[src/rtl/halt_pkg.sv]
// Constants, types and register map of the emergency halt controller
package halt_pkg;
  localparam int DW = 32;                        // Register and speed width
  localparam int AW = 5;                         // Register address width
  // Register byte offsets
  localparam logic [AW-1:0] OFS_CTRL = 5'h00;
  localparam logic [AW-1:0] OFS_INVERT = 5'h04;
  localparam logic [AW-1:0] OFS_MASK = 5'h08;
  localparam logic [AW-1:0] OFS_DECEL = 5'h0c;
  localparam logic [AW-1:0] OFS_STATUS = 5'h10;
  localparam logic [AW-1:0] OFS_IRQ_STAT = 5'h14;
  localparam logic [AW-1:0] OFS_IRQ_MASK = 5'h18;
  // Control register fields
  localparam int CTRL_PWR = 0;                   // Power stage enable request
  localparam int CTRL_SWHALT = 1;                // Software halt command, write one
  // Values after reset
  localparam logic [15:0] RST_INVERT = 16'h0000;
  localparam logic [15:0] RST_MASK = 16'h0000;
  localparam logic [DW-1:0] RST_DECEL = 32'h0000_1770;
  // Halt source bits, shared by cause and ramp mask
  localparam int MSK_POS = 0;
  localparam int MSK_NEG = 1;
  localparam int MSK_HALT = 2;
  localparam int MSK_REF = 3;
  localparam int MSK_SW = 7;
  // Synchronised pin positions
  localparam int NPIN = 8;
  localparam int PIN_HALT_N = 0;
  localparam int PIN_POS = 1;
  localparam int PIN_NEG = 2;
  localparam int PIN_REF = 3;
  localparam int PIN_ACK = 4;
  localparam int PIN_OPHALT = 5;
  localparam int PIN_CONFIRM = 6;
  localparam int PIN_OVT = 7;
  localparam logic [NPIN-1:0] PIN_RST = 8'h01;  // Halt input idles high
  // Error codes
  localparam logic [7:0] ERR_NONE = 8'h00;
  localparam logic [7:0] ERR_OVERVOLT = 8'h05;
  // Interrupt status bits
  localparam int IRQ_W = 4;
  localparam int IRQ_START = 0;
  localparam int IRQ_STILL = 1;
  localparam int IRQ_OVT = 2;
  localparam int IRQ_REJ = 3;
  // Halt sequencer states
  typedef enum logic [1:0] {ST_IDLE, ST_BRAKE, ST_HELD} halt_state_t;
endpackage : halt_pkg

[src/rtl/ramp_if.sv]
// Link between the halt sequencer and its deceleration ramp
`timescale 1ns/100ps
`default_nettype none
interface ramp_if;
  logic load;                       // Track commanded speed
  logic [halt_pkg::DW-1:0] speed_in;  // Commanded speed
  logic brake;                      // Decelerate this cycle
  logic [halt_pkg::DW-1:0] rate;      // Speed step per cycle
  logic [halt_pkg::DW-1:0] speed;     // Ramp speed
  logic still;                      // Ramp at zero
  modport ctrl (output load, speed_in, brake, rate, input speed, still);
  modport ramp (input load, speed_in, brake, rate, output speed, still);
endinterface : ramp_if
`default_nettype wire

[src/rtl/emergency_halt_direction_control.sv]
// Emergency halt sequencer with direction inversion and register port
`timescale 1ns/100ps
`default_nettype none
module emergency_halt_direction_control (
  // Clock, reset, enable
  input wire logic i_mclk,
  input wire logic i_rstn,
  input wire logic i_ce,
  // Register port
  input wire logic [halt_pkg::AW-1:0] i_addr,
  input wire logic [halt_pkg::DW-1:0] i_wdata,
  input wire logic i_wr,
  input wire logic i_rd,
  output logic [halt_pkg::DW-1:0] o_rdata,
  // Switch and operator pins, asynchronous
  input wire logic i_halt_n,
  input wire logic i_pos_limit,
  input wire logic i_neg_limit,
  input wire logic i_ref_switch,
  input wire logic i_fault_ack,
  input wire logic i_op_halt,
  input wire logic i_op_confirm,
  input wire logic i_dc_overvolt,
  // Motion logic, same clock
  input wire logic i_soft_pos_zone,
  input wire logic i_soft_neg_zone,
  input wire logic i_ref_watch,
  input wire logic i_malfunction,
  input wire logic i_fault_cat1,
  input wire logic i_gear_mode,
  input wire logic [halt_pkg::DW-1:0] i_gear_max_accel,
  input wire logic [halt_pkg::DW-1:0] i_normal_decel,
  input wire logic i_move_cmd,
  input wire logic i_cmd_dir_neg,
  input wire logic [halt_pkg::DW-1:0] i_cmd_speed,
  input wire logic i_motor_still,
  // Profile generator and drive outputs
  output logic [halt_pkg::DW-1:0] o_target_speed,
  output logic o_dir_out,
  output logic o_power_en,
  output logic o_halt_active,
  output logic [7:0] o_error_code,
  output logic o_cmd_reject,
  output logic o_irq
);
  import halt_pkg::*;

  // Address match, shared by write and read decode
  function automatic logic hit(input logic [AW-1:0] a, input logic [AW-1:0] ofs);
    return a == ofs;
  endfunction : hit

  logic rst_meta_r;   // Reset release, first stage
  logic rst_sync_r;   // Reset used by the rest of the design
  // Assert at once, release through two flops to avoid recovery hazards
  always_ff @(posedge i_mclk or negedge i_rstn)
  begin
    if (!i_rstn)
    begin
      rst_meta_r <= 1'b0;
      rst_sync_r <= 1'b0;
    end
    else
    begin
      rst_meta_r <= 1'b1;
      rst_sync_r <= rst_meta_r;
    end
  end

  logic [NPIN-1:0] pins_async;  // Raw pins
  logic [NPIN-1:0] pins_s;      // Synchronised pins
  logic [NPIN-1:0] pins_d_r;    // Previous synchronised value
  logic [NPIN-1:0] rise;        // Rising edges
  assign pins_async = {i_dc_overvolt, i_op_confirm, i_op_halt, i_fault_ack,
                       i_ref_switch, i_neg_limit, i_pos_limit, i_halt_n};
  pin_sync #(.W(NPIN), .RST_VAL(PIN_RST)) u_sync (
    .i_clk(i_mclk),
    .i_rst_n(rst_sync_r),
    .i_ce(i_ce),
    .i_async(pins_async),
    .o_sync(pins_s)
  );
  // Edge detection works on synchronised copies only
  always_ff @(posedge i_mclk or negedge rst_sync_r)
  begin
    if (!rst_sync_r)
      pins_d_r <= PIN_RST;
    else if (i_ce)
      pins_d_r <= pins_s;
  end
  assign rise = pins_s & ~pins_d_r;

  // Register file
  logic ctrl_en_r;                // Power stage enable request
  logic sw_halt_r;                // Software halt pulse
  logic [15:0] inv_r;             // Rotation invert setting
  logic [15:0] mask_r;            // Emergency ramp select mask
  logic [DW-1:0] decel_r;         // Emergency deceleration rate
  logic [IRQ_W-1:0] irq_stat_r;   // Sticky events
  logic [IRQ_W-1:0] irq_mask_r;   // Interrupt enables
  logic wr_ctrl;
  assign wr_ctrl = i_wr && hit(i_addr, OFS_CTRL);
  // Settings; inversion touches nothing else, other values stay in force
  always_ff @(posedge i_mclk or negedge rst_sync_r)
  begin
    if (!rst_sync_r)
    begin
      ctrl_en_r <= 1'b0;
      inv_r <= RST_INVERT;
      mask_r <= RST_MASK;
      decel_r <= RST_DECEL;
    end
    else if (i_ce && i_wr)
    begin
      if (hit(i_addr, OFS_CTRL))
        ctrl_en_r <= i_wdata[CTRL_PWR];
      if (hit(i_addr, OFS_INVERT))
        inv_r <= i_wdata[15:0];
      if (hit(i_addr, OFS_MASK))
        mask_r <= i_wdata[15:0];
      if (hit(i_addr, OFS_DECEL))
        decel_r <= i_wdata;
    end
  end
  // Software halt lives one cycle after its write
  always_ff @(posedge i_mclk or negedge rst_sync_r)
  begin
    if (!rst_sync_r)
      sw_halt_r <= 1'b0;
    else if (i_ce)
      sw_halt_r <= wr_ctrl && i_wdata[CTRL_SWHALT];
  end

  // Ramp link
  ramp_if rp ();
  decel_ramp u_ramp (
    .i_clk(i_mclk),
    .i_rst_n(rst_sync_r),
    .i_ce(i_ce),
    .rp(rp.ramp)
  );

  // Sequencer state
  halt_state_t state_r;       // Idle, braking, or held awaiting acknowledge
  logic [7:0] cause_r;        // Sources seen during this halt
  logic mal_r;                // Malfunction among the causes
  logic cat1_r;               // Malfunction is category one
  logic ovt_r;                // Overvoltage trip, error pending
  logic cmd_dir_r;            // Commanded direction, one is negative
  logic [DW-1:0] cmd_speed_r; // Commanded speed
  logic moving;
  logic standstill;
  logic pos_trip;
  logic neg_trip;
  logic [7:0] src;            // Live halt sources
  logic trigger;
  logic ack_ev;
  logic ack_ok;
  logic emer;                 // Emergency ramp selected
  logic [IRQ_W-1:0] ev;       // Event pulses

  assign moving = !rp.still;
  // Profile at zero and motor confirmed still; covers the coasting case
  assign standstill = rp.still && i_motor_still;
  // Limits guard the physical sense; inverted, positive switch sees negative moves
  assign pos_trip = pins_s[PIN_POS] && moving && (cmd_dir_r == inv_r[0]);
  assign neg_trip = pins_s[PIN_NEG] && moving && (cmd_dir_r != inv_r[0]);

  // Gather the halt sources in mask bit order
  always_comb
  begin
    src = '0;
    src[MSK_POS] = pos_trip || i_soft_pos_zone;
    src[MSK_NEG] = neg_trip || i_soft_neg_zone;
    src[MSK_HALT] = !pins_s[PIN_HALT_N];
    src[MSK_REF] = pins_s[PIN_REF] && i_ref_watch;
    src[MSK_SW] = sw_halt_r || rise[PIN_OPHALT];
  end
  assign trigger = (|src) || i_malfunction;
  // Only edges count; a held level never acknowledges
  assign ack_ev = rise[PIN_ACK] || rise[PIN_CONFIRM];
  // Halt input and overvoltage must be gone first
  assign ack_ok = ack_ev && !src[MSK_HALT] && !pins_s[PIN_OVT];

  // Halt sequencer
  always_ff @(posedge i_mclk or negedge rst_sync_r)
  begin
    if (!rst_sync_r)
      state_r <= ST_IDLE;
    else if (i_ce)
    begin
      case (state_r)
        ST_IDLE:
          if (trigger)
            state_r <= ST_BRAKE;
        ST_BRAKE:
          if (standstill)
            state_r <= ST_HELD;     // no way out while moving
        ST_HELD:
          if (ack_ok)
            state_r <= ST_IDLE;
        default:
          state_r <= ST_IDLE;
      endcase
    end
  end

  // Causes accumulate until the halt is held, then stay frozen until acknowledged, so status shows them
  always_ff @(posedge i_mclk or negedge rst_sync_r)
  begin
    if (!rst_sync_r)
    begin
      cause_r <= '0;
      mal_r <= 1'b0;
      cat1_r <= 1'b0;
    end
    else if (i_ce)
    begin
      if (state_r == ST_HELD && ack_ok)
      begin
        cause_r <= '0;
        mal_r <= 1'b0;
        cat1_r <= 1'b0;
      end
      else if (state_r != ST_HELD)
      begin
        cause_r <= cause_r | src;
        mal_r <= mal_r || i_malfunction;
        cat1_r <= cat1_r || (i_malfunction && i_fault_cat1);
      end
    end
  end

  // Overvoltage while halting trips the stage until acknowledged
  always_ff @(posedge i_mclk or negedge rst_sync_r)
  begin
    if (!rst_sync_r)
      ovt_r <= 1'b0;
    else if (i_ce)
    begin
      if (state_r != ST_IDLE && pins_s[PIN_OVT])
        ovt_r <= 1'b1;
      else if (state_r == ST_HELD && ack_ok)
        ovt_r <= 1'b0;
    end
  end

  // Command latch; a halt cancels the move so it does not resume later
  always_ff @(posedge i_mclk or negedge rst_sync_r)
  begin
    if (!rst_sync_r)
    begin
      cmd_speed_r <= '0;
      cmd_dir_r <= 1'b0;
    end
    else if (i_ce && state_r == ST_IDLE)
    begin
      if (trigger)
        cmd_speed_r <= '0;
      else if (i_move_cmd)
      begin
        cmd_speed_r <= i_cmd_speed;
        cmd_dir_r <= i_cmd_dir_neg;
      end
    end
  end

  // Ramp control; gear mode overrides the mask entirely
  assign emer = (|(cause_r & mask_r[7:0])) || mal_r;
  assign rp.load = (state_r == ST_IDLE) && !trigger;
  assign rp.speed_in = cmd_speed_r;
  assign rp.brake = (state_r == ST_BRAKE);
  assign rp.rate = i_gear_mode ? i_gear_max_accel :
                   (emer ? decel_r : i_normal_decel);

  // Events for the interrupt status
  assign ev[IRQ_START] = (state_r == ST_IDLE) && trigger;
  assign ev[IRQ_STILL] = (state_r == ST_BRAKE) && standstill;
  assign ev[IRQ_OVT] = (state_r != ST_IDLE) && pins_s[PIN_OVT] && !ovt_r;
  assign ev[IRQ_REJ] = i_move_cmd && (state_r != ST_IDLE);

  // Sticky status, write one to clear; a new event wins over the clear
  always_ff @(posedge i_mclk or negedge rst_sync_r)
  begin
    if (!rst_sync_r)
    begin
      irq_stat_r <= '0;
      irq_mask_r <= '0;
    end
    else if (i_ce)
    begin
      if (i_wr && hit(i_addr, OFS_IRQ_STAT))
        irq_stat_r <= (irq_stat_r & ~i_wdata[IRQ_W-1:0]) | ev;
      else
        irq_stat_r <= irq_stat_r | ev;
      if (i_wr && hit(i_addr, OFS_IRQ_MASK))
        irq_mask_r <= i_wdata[IRQ_W-1:0];
    end
  end

  // Drive outputs, all registered
  always_ff @(posedge i_mclk or negedge rst_sync_r)
  begin
    if (!rst_sync_r)
    begin
      o_target_speed <= '0;
      o_dir_out <= 1'b0;
      o_power_en <= 1'b0;
      o_halt_active <= 1'b0;
      o_error_code <= ERR_NONE;
      o_cmd_reject <= 1'b0;
      o_irq <= 1'b0;
    end
    else if (i_ce)
    begin
      // Held halt forces zero; braking follows the ramp
      case (state_r)
        ST_IDLE:
          o_target_speed <= cmd_speed_r;
        ST_BRAKE:
          o_target_speed <= rp.speed;
        default:
          o_target_speed <= '0;
      endcase
      o_dir_out <= cmd_dir_r ^ inv_r[0];
      // Category one keeps the stage on; other malfunctions drop it at rest
      o_power_en <= ctrl_en_r && !ovt_r &&
                    !(state_r == ST_HELD && mal_r && !cat1_r);
      o_halt_active <= (state_r != ST_IDLE);
      o_error_code <= ovt_r ? ERR_OVERVOLT : ERR_NONE;
      o_cmd_reject <= i_move_cmd && (state_r != ST_IDLE || trigger);
      o_irq <= |(irq_stat_r & irq_mask_r);
    end
  end

  // Read mux; data stand only in the cycle after the strobe
  logic [DW-1:0] rdata_nxt;
  always_comb
  begin
    rdata_nxt = '0;
    if (hit(i_addr, OFS_CTRL))
      rdata_nxt[CTRL_PWR] = ctrl_en_r;
    else if (hit(i_addr, OFS_INVERT))
      rdata_nxt[15:0] = inv_r;
    else if (hit(i_addr, OFS_MASK))
      rdata_nxt[15:0] = mask_r;
    else if (hit(i_addr, OFS_DECEL))
      rdata_nxt = decel_r;
    else if (hit(i_addr, OFS_STATUS))
      rdata_nxt = {8'h00, o_error_code, 3'h0, o_power_en, ovt_r,
                   (state_r == ST_HELD), (state_r != ST_IDLE), mal_r, cause_r};
    else if (hit(i_addr, OFS_IRQ_STAT))
      rdata_nxt[IRQ_W-1:0] = irq_stat_r;
    else if (hit(i_addr, OFS_IRQ_MASK))
      rdata_nxt[IRQ_W-1:0] = irq_mask_r;
  end
  always_ff @(posedge i_mclk or negedge rst_sync_r)
  begin
    if (!rst_sync_r)
      o_rdata <= '0;
    else if (i_ce)
      o_rdata <= i_rd ? rdata_nxt : '0;
  end
endmodule : emergency_halt_direction_control
`default_nettype wire

[src/rtl/pin_sync.sv]
// Two flip-flop synchronisers for asynchronous pins
`timescale 1ns/100ps
`default_nettype none
module pin_sync #(
  parameter int W = 8,
  parameter logic [W-1:0] RST_VAL = '0
) (
  // Clock, reset, enable
  input wire logic i_clk,
  input wire logic i_rst_n,
  input wire logic i_ce,
  // Pins in, synchronised copies out
  input wire logic [W-1:0] i_async,
  output logic [W-1:0] o_sync
);
  genvar g;
  generate
    for (g = 0; g < W; g++)
    begin : g_bit
      logic meta_r;  // First stage, read only by the second
      // Reset values match the idle level so nothing trips at start
      always_ff @(posedge i_clk or negedge i_rst_n)
      begin
        if (!i_rst_n)
        begin
          meta_r <= RST_VAL[g];
          o_sync[g] <= RST_VAL[g];
        end
        else if (i_ce)
        begin
          meta_r <= i_async[g];
          o_sync[g] <= meta_r;
        end
      end
    end
  endgenerate
endmodule : pin_sync
`default_nettype wire

[src/rtl/decel_ramp.sv]
// Speed ramp that tracks the command and brakes at a given rate
`timescale 1ns/100ps
`default_nettype none
module decel_ramp (
  // Clock, reset, enable
  input wire logic i_clk,
  input wire logic i_rst_n,
  input wire logic i_ce,
  // Sequencer side
  ramp_if.ramp rp
);
  import halt_pkg::*;
  logic [DW-1:0] speed_r;  // Present ramp speed
  // Subtract the rate each cycle and clamp, so no wrap past zero
  always_ff @(posedge i_clk or negedge i_rst_n)
  begin
    if (!i_rst_n)
      speed_r <= '0;
    else if (i_ce)
    begin
      if (rp.load)
        speed_r <= rp.speed_in;
      else if (rp.brake)
        speed_r <= (speed_r > rp.rate) ? speed_r - rp.rate : '0;
    end
  end
  assign rp.speed = speed_r;
  assign rp.still = (speed_r == '0);
endmodule : decel_ramp
`default_nettype wire

[config.mk]
export PLATFORM = sky130hd
export DESIGN_NAME = emergency_halt_direction_control
export DESIGN_NICKNAME = d
export VERILOG_FILES = /design/src/rtl/halt_pkg.sv /design/src/rtl/ramp_if.sv /design/src/rtl/emergency_halt_direction_control.sv /design/src/rtl/pin_sync.sv /design/src/rtl/decel_ramp.sv
export SDC_FILE = /design/constraint.sdc
export NUM_CORES = 1
export LEC_CHECK = 0
export CAP_MARGIN = 10
export CORE_MARGIN = 2
export CORE_UTILIZATION = 55
export CTS_CLUSTER_SIZE = 40
export DETAILED_ROUTE_END_ITERATION = 7
export DONT_BUFFER_PORTS = 1
export HOLD_SLACK_MARGIN = 0.02
export PLACE_DENSITY = 0.67
export SLEW_MARGIN = 15
export SYNTH_ARGS = -nofsm -noshare
export SYNTH_HDL_FRONTEND = slang
export SYNTH_SLANG_ARGS = --single-unit
[constraint.sdc]
create_clock -name i_mclk -period 8.15 [get_ports i_mclk]
set_input_delay 0.815 -clock i_mclk [delete_from_list [all_inputs] [get_ports i_mclk]]
set_output_delay 0.815 -clock i_mclk [all_outputs]
set_load 0.01 [all_outputs]
==> impl_metrics.csv <==
group,metric,value,unit
status,status,"finished, final reports clean",
timing,finalSetupViolCount,0,
route,wl_per_cell,24.75,µm
die,rows,55,
timing,clock_skew,0.01925,ns
die,fp.coreArea,22780,µm²
route,met1_length,15.28,mm
synthesis,ys_types,75,
die,fp.dieH,156.8,µm
route,wirelength,37.42,mm
clocking,tritoncts,"yes",
critical_path,critPathRequiredTime,8.61,ns
timing,fmax,0.2405,GHz
synthesis,syn_area_per_cell,10.59,µm²
placement,place_hpwl,26.43,mm
route,route.detailed.drc,0,
timing,tightest_slew,1.152,ns
timing,max_slew_margin,22.14,%
route,routed.top_layer,"met5",
synthesis,yosys_warnings,0,
route,final_antenna_net_count,0,
grt,grt_pass1_wl,57.29,mm
layout,final_common_cell,"dfrtp_1",
synthesis,seq_area_frac_synth,46.86,%
grt,antenna_found_initial,7,
timing,finalSetupTns,0,ns
power,power_leakage,6.411,nW
die,dieArea,24580,µm²
job,maxCapViolCount,0,
timing,rsz0062_at_grt,"no",
timing,drv_slew,0,
power,peakVddDrop,0.2076,mV
die,initial_core_util,56.37,%
grt,grt_usage,30.23,%
layout,area_growth,7.835,%
timing,hold_slack,0.3258,ns
timing,period_share,51.03,%
layout,final_area,13850,µm²
min_path,hp-start,"i_ce",
clocking,numCtsBuffers,27,
critical_path,cp-startpoint,"mask_r[1]",
die,io_pins,232,
clocking,worstSkewPairLatency,0.55,ns
critical_path,end_kind,"flop",
critical_path,timing.rr.start,"mask_r[1]",
synthesis,synth_edf_count,0,
min_path,hold_path.class,"in2reg",
synthesis,ys.flop_type,"dfrtp_1",
route,drtPass1Iterations,5,
grt,grt_overflow,0,
synthesis,ys_async_sr_fraction,100.0,%
clocking,clockBufferDepth,3,
synthesis,yosys_register_bits,240,
critical_path,path_max_fanout,32,
clocking,clk_pin_slew,0.06,ns
layout,drive_above_1_share,15.84,%
layout,final_cell_mix,"229 x dfrtp_1, 106 x a21oi_1, 99 x nor2_1, 90 x mux2_2, 73 x nand2_1",
layout,final_nets,1361,
clocking,cts_setup_buffers,0,
clocking,clock-sinks,240,
route,dr_wl_met3,3.369,mm
timing,hold_viol,0,
synthesis,syn_area,12840,µm²
grt,grt_pass1_vias,9903,
synthesis,synth_cells,1212,
critical_path,worst_path_largest_cell_delay,0.59,ns
placement,place_congestion,0.9559,
critical_path,cp_slowest_cell,"a211oi_2",
clocking,htree_levels,1,
route,dr.first_iter.drc_count,830,
clocking,clockRootBuffer,"clkbuf_16",
power,p_total,4.446,mW
critical_path,path_cells,"a22oi_1 > nand3_2 > buf_4 > mux2i_1 > nor2_1 > a21oi_1 > ha_1 > nand3_1 > nor2_2 > nand2_1 > nor3_1 > a31oi_1 > a211oi_2 > buf_4 > nand2_1 > a31oi_1",
critical_path,crit_path_start_kind,"flop",
placement,port_buffers,0,
route,vias,9852,
layout,fin_util,60.79,%
placement,placed_area,12860,µm²
route,routed-wl-met2,17.34,mm
route,via_per_inst,6.516,
grt,grt_max_degree,181,
critical_path,cp.arrival,4.62,ns
die,die_w,156.8,µm
power,power.density,321.1,nW/µm²
timing,finalCriticalPeriod,4.159,ns
critical_path,worst-setup-path-type,"reg2reg",
layout,fillers,1907,
[per-layer routing]
metal  GRT usage, %  vias to the layer above
met5              0                        -
met2          48.20                      427
met1          38.94                     4910
met4          12.01                        2
li1               -                     4422
met3          8.640                       91
[path summary, 6_finish.rpt]
| check | slack, ns | to | cells past startpoint |
|---|---|---|---|
| max in group asynchronous | 6.34 | state_r[0] | 1 |
| setup reg to reg | 3.99 | u_ramp.rp.speed[10] | 16 |
| hold / removal | 0.33 | u_sync.o_sync[0] | 1 |
| hold reg to reg | 0.35 | rst_sync_r | 0 |
| min in group asynchronous | 0.40 | pins_d_r[4] | 0 |
| setup / recovery | 3.99 | u_ramp.rp.speed[10] | 16 |
[cells in the mapped netlist (11+ instances only)]
library cell	number	area (µm²)
dfrtp_1	231	5781
a21oi_1	106	530.5
nor2_1	100	375.4
nand4_1	15	93.84
buf_2	15	75.07
a22o_1	54	473.0
a21o_1	15	112.6
mux2_2	90	1013
o2bb2ai_1	48	420.4
nand2_1	73	274.0
nor3_1	13	65.06
clkbuf_1	32	120.1
nand3_1	12	60.06
buf_1	17	63.81
ha_1	32	400.4
mux2i_1	65	650.6
inv_1	26	97.59
o21ai_0	40	200.2
a22oi_1	19	142.6
xnor2_1	22	192.7
a31oi_1	25	156.4
o21ai_1	11	55.05
[cell type report]
type / instances / area, µm² / area share, %
inverters: 28 / 105.1 / 0.7591
clock inverters: 12 / 172.7 / 1.247
clock buffers: 37 / 783.3 / 5.657
repair buffers: 16 / 135.1 / 0.9760
diodes: 6 / 15.01 / 0.1084
flip-flops and latches: 240 / 6022 / 43.49
multi-input cells: 860 / 6221 / 44.93
well taps: 313 / 391.6 / 2.828
[repair_timing]
| item | in CTS | in global routing |
|---|---|---|
| endpoints found under the hold margin | 2 | 0 |
| resized for setup | 0 | 0 |
| hold buffers | 1 | 0 |
[critical path, delay by kind of cell (launching register included)]
family	cells	cell delay (ns)
buffers and inverters	2	0.71
AND/OR/NAND/NOR	7	1.05
AO/OA/AOI/OAI	5	1.21
flip-flops	1	0.39
adder cells (fa/ha/maj)	1	0.46
multiplexers	1	0.19
[cells by family (layout without fill, tap and decap cells)]
kind of cell             Yosys count  in the layout  synth area share [%]
XOR/XNOR                          27             27                 1.842
flip-flops                       240            240                 46.86
multiplexers                     155            155                 12.96
AND/OR/NAND/NOR                  258            258                 9.384
buffers and inverters            117             93                 4.892
other                              2             13               0.05849
AO/OA/AOI/OAI                    380            380                 20.73
adder cells (fa/ha/maj)           33             33                 3.274
[power breakdown]
part,internal [mW],switching [mW]
registers,1.40,0.248
clock network,0.797,0.506
logic,0.627,0.869
total,2.82,1.62
[per-stage QoR]
step           setup WS, ns  std cells
2_1_floorplan        0.9822       1217
3_3_place_gp          4.252       1456
3_5_place_dp          4.113       1456
4_1_cts               4.065       1506
5_1_grt               3.702       1510
6_report              3.991       1512
[registers in the layout, summed over array words and instances, names as in the netlist, 2 cells and up]
register,count
state_r,2
o_target_speed,32
u_sync.g_bit.meta_r,8
cause_r,5
pins_d_r,3
u_sync.o_sync,8
decel_r,32
irq_stat_r,4
u_ramp.rp.speed,32
o_rdata,32
irq_mask_r,4
mask_r,16
cmd_speed_r,32
inv_r,16
Power figures use the tool's default switching activity.
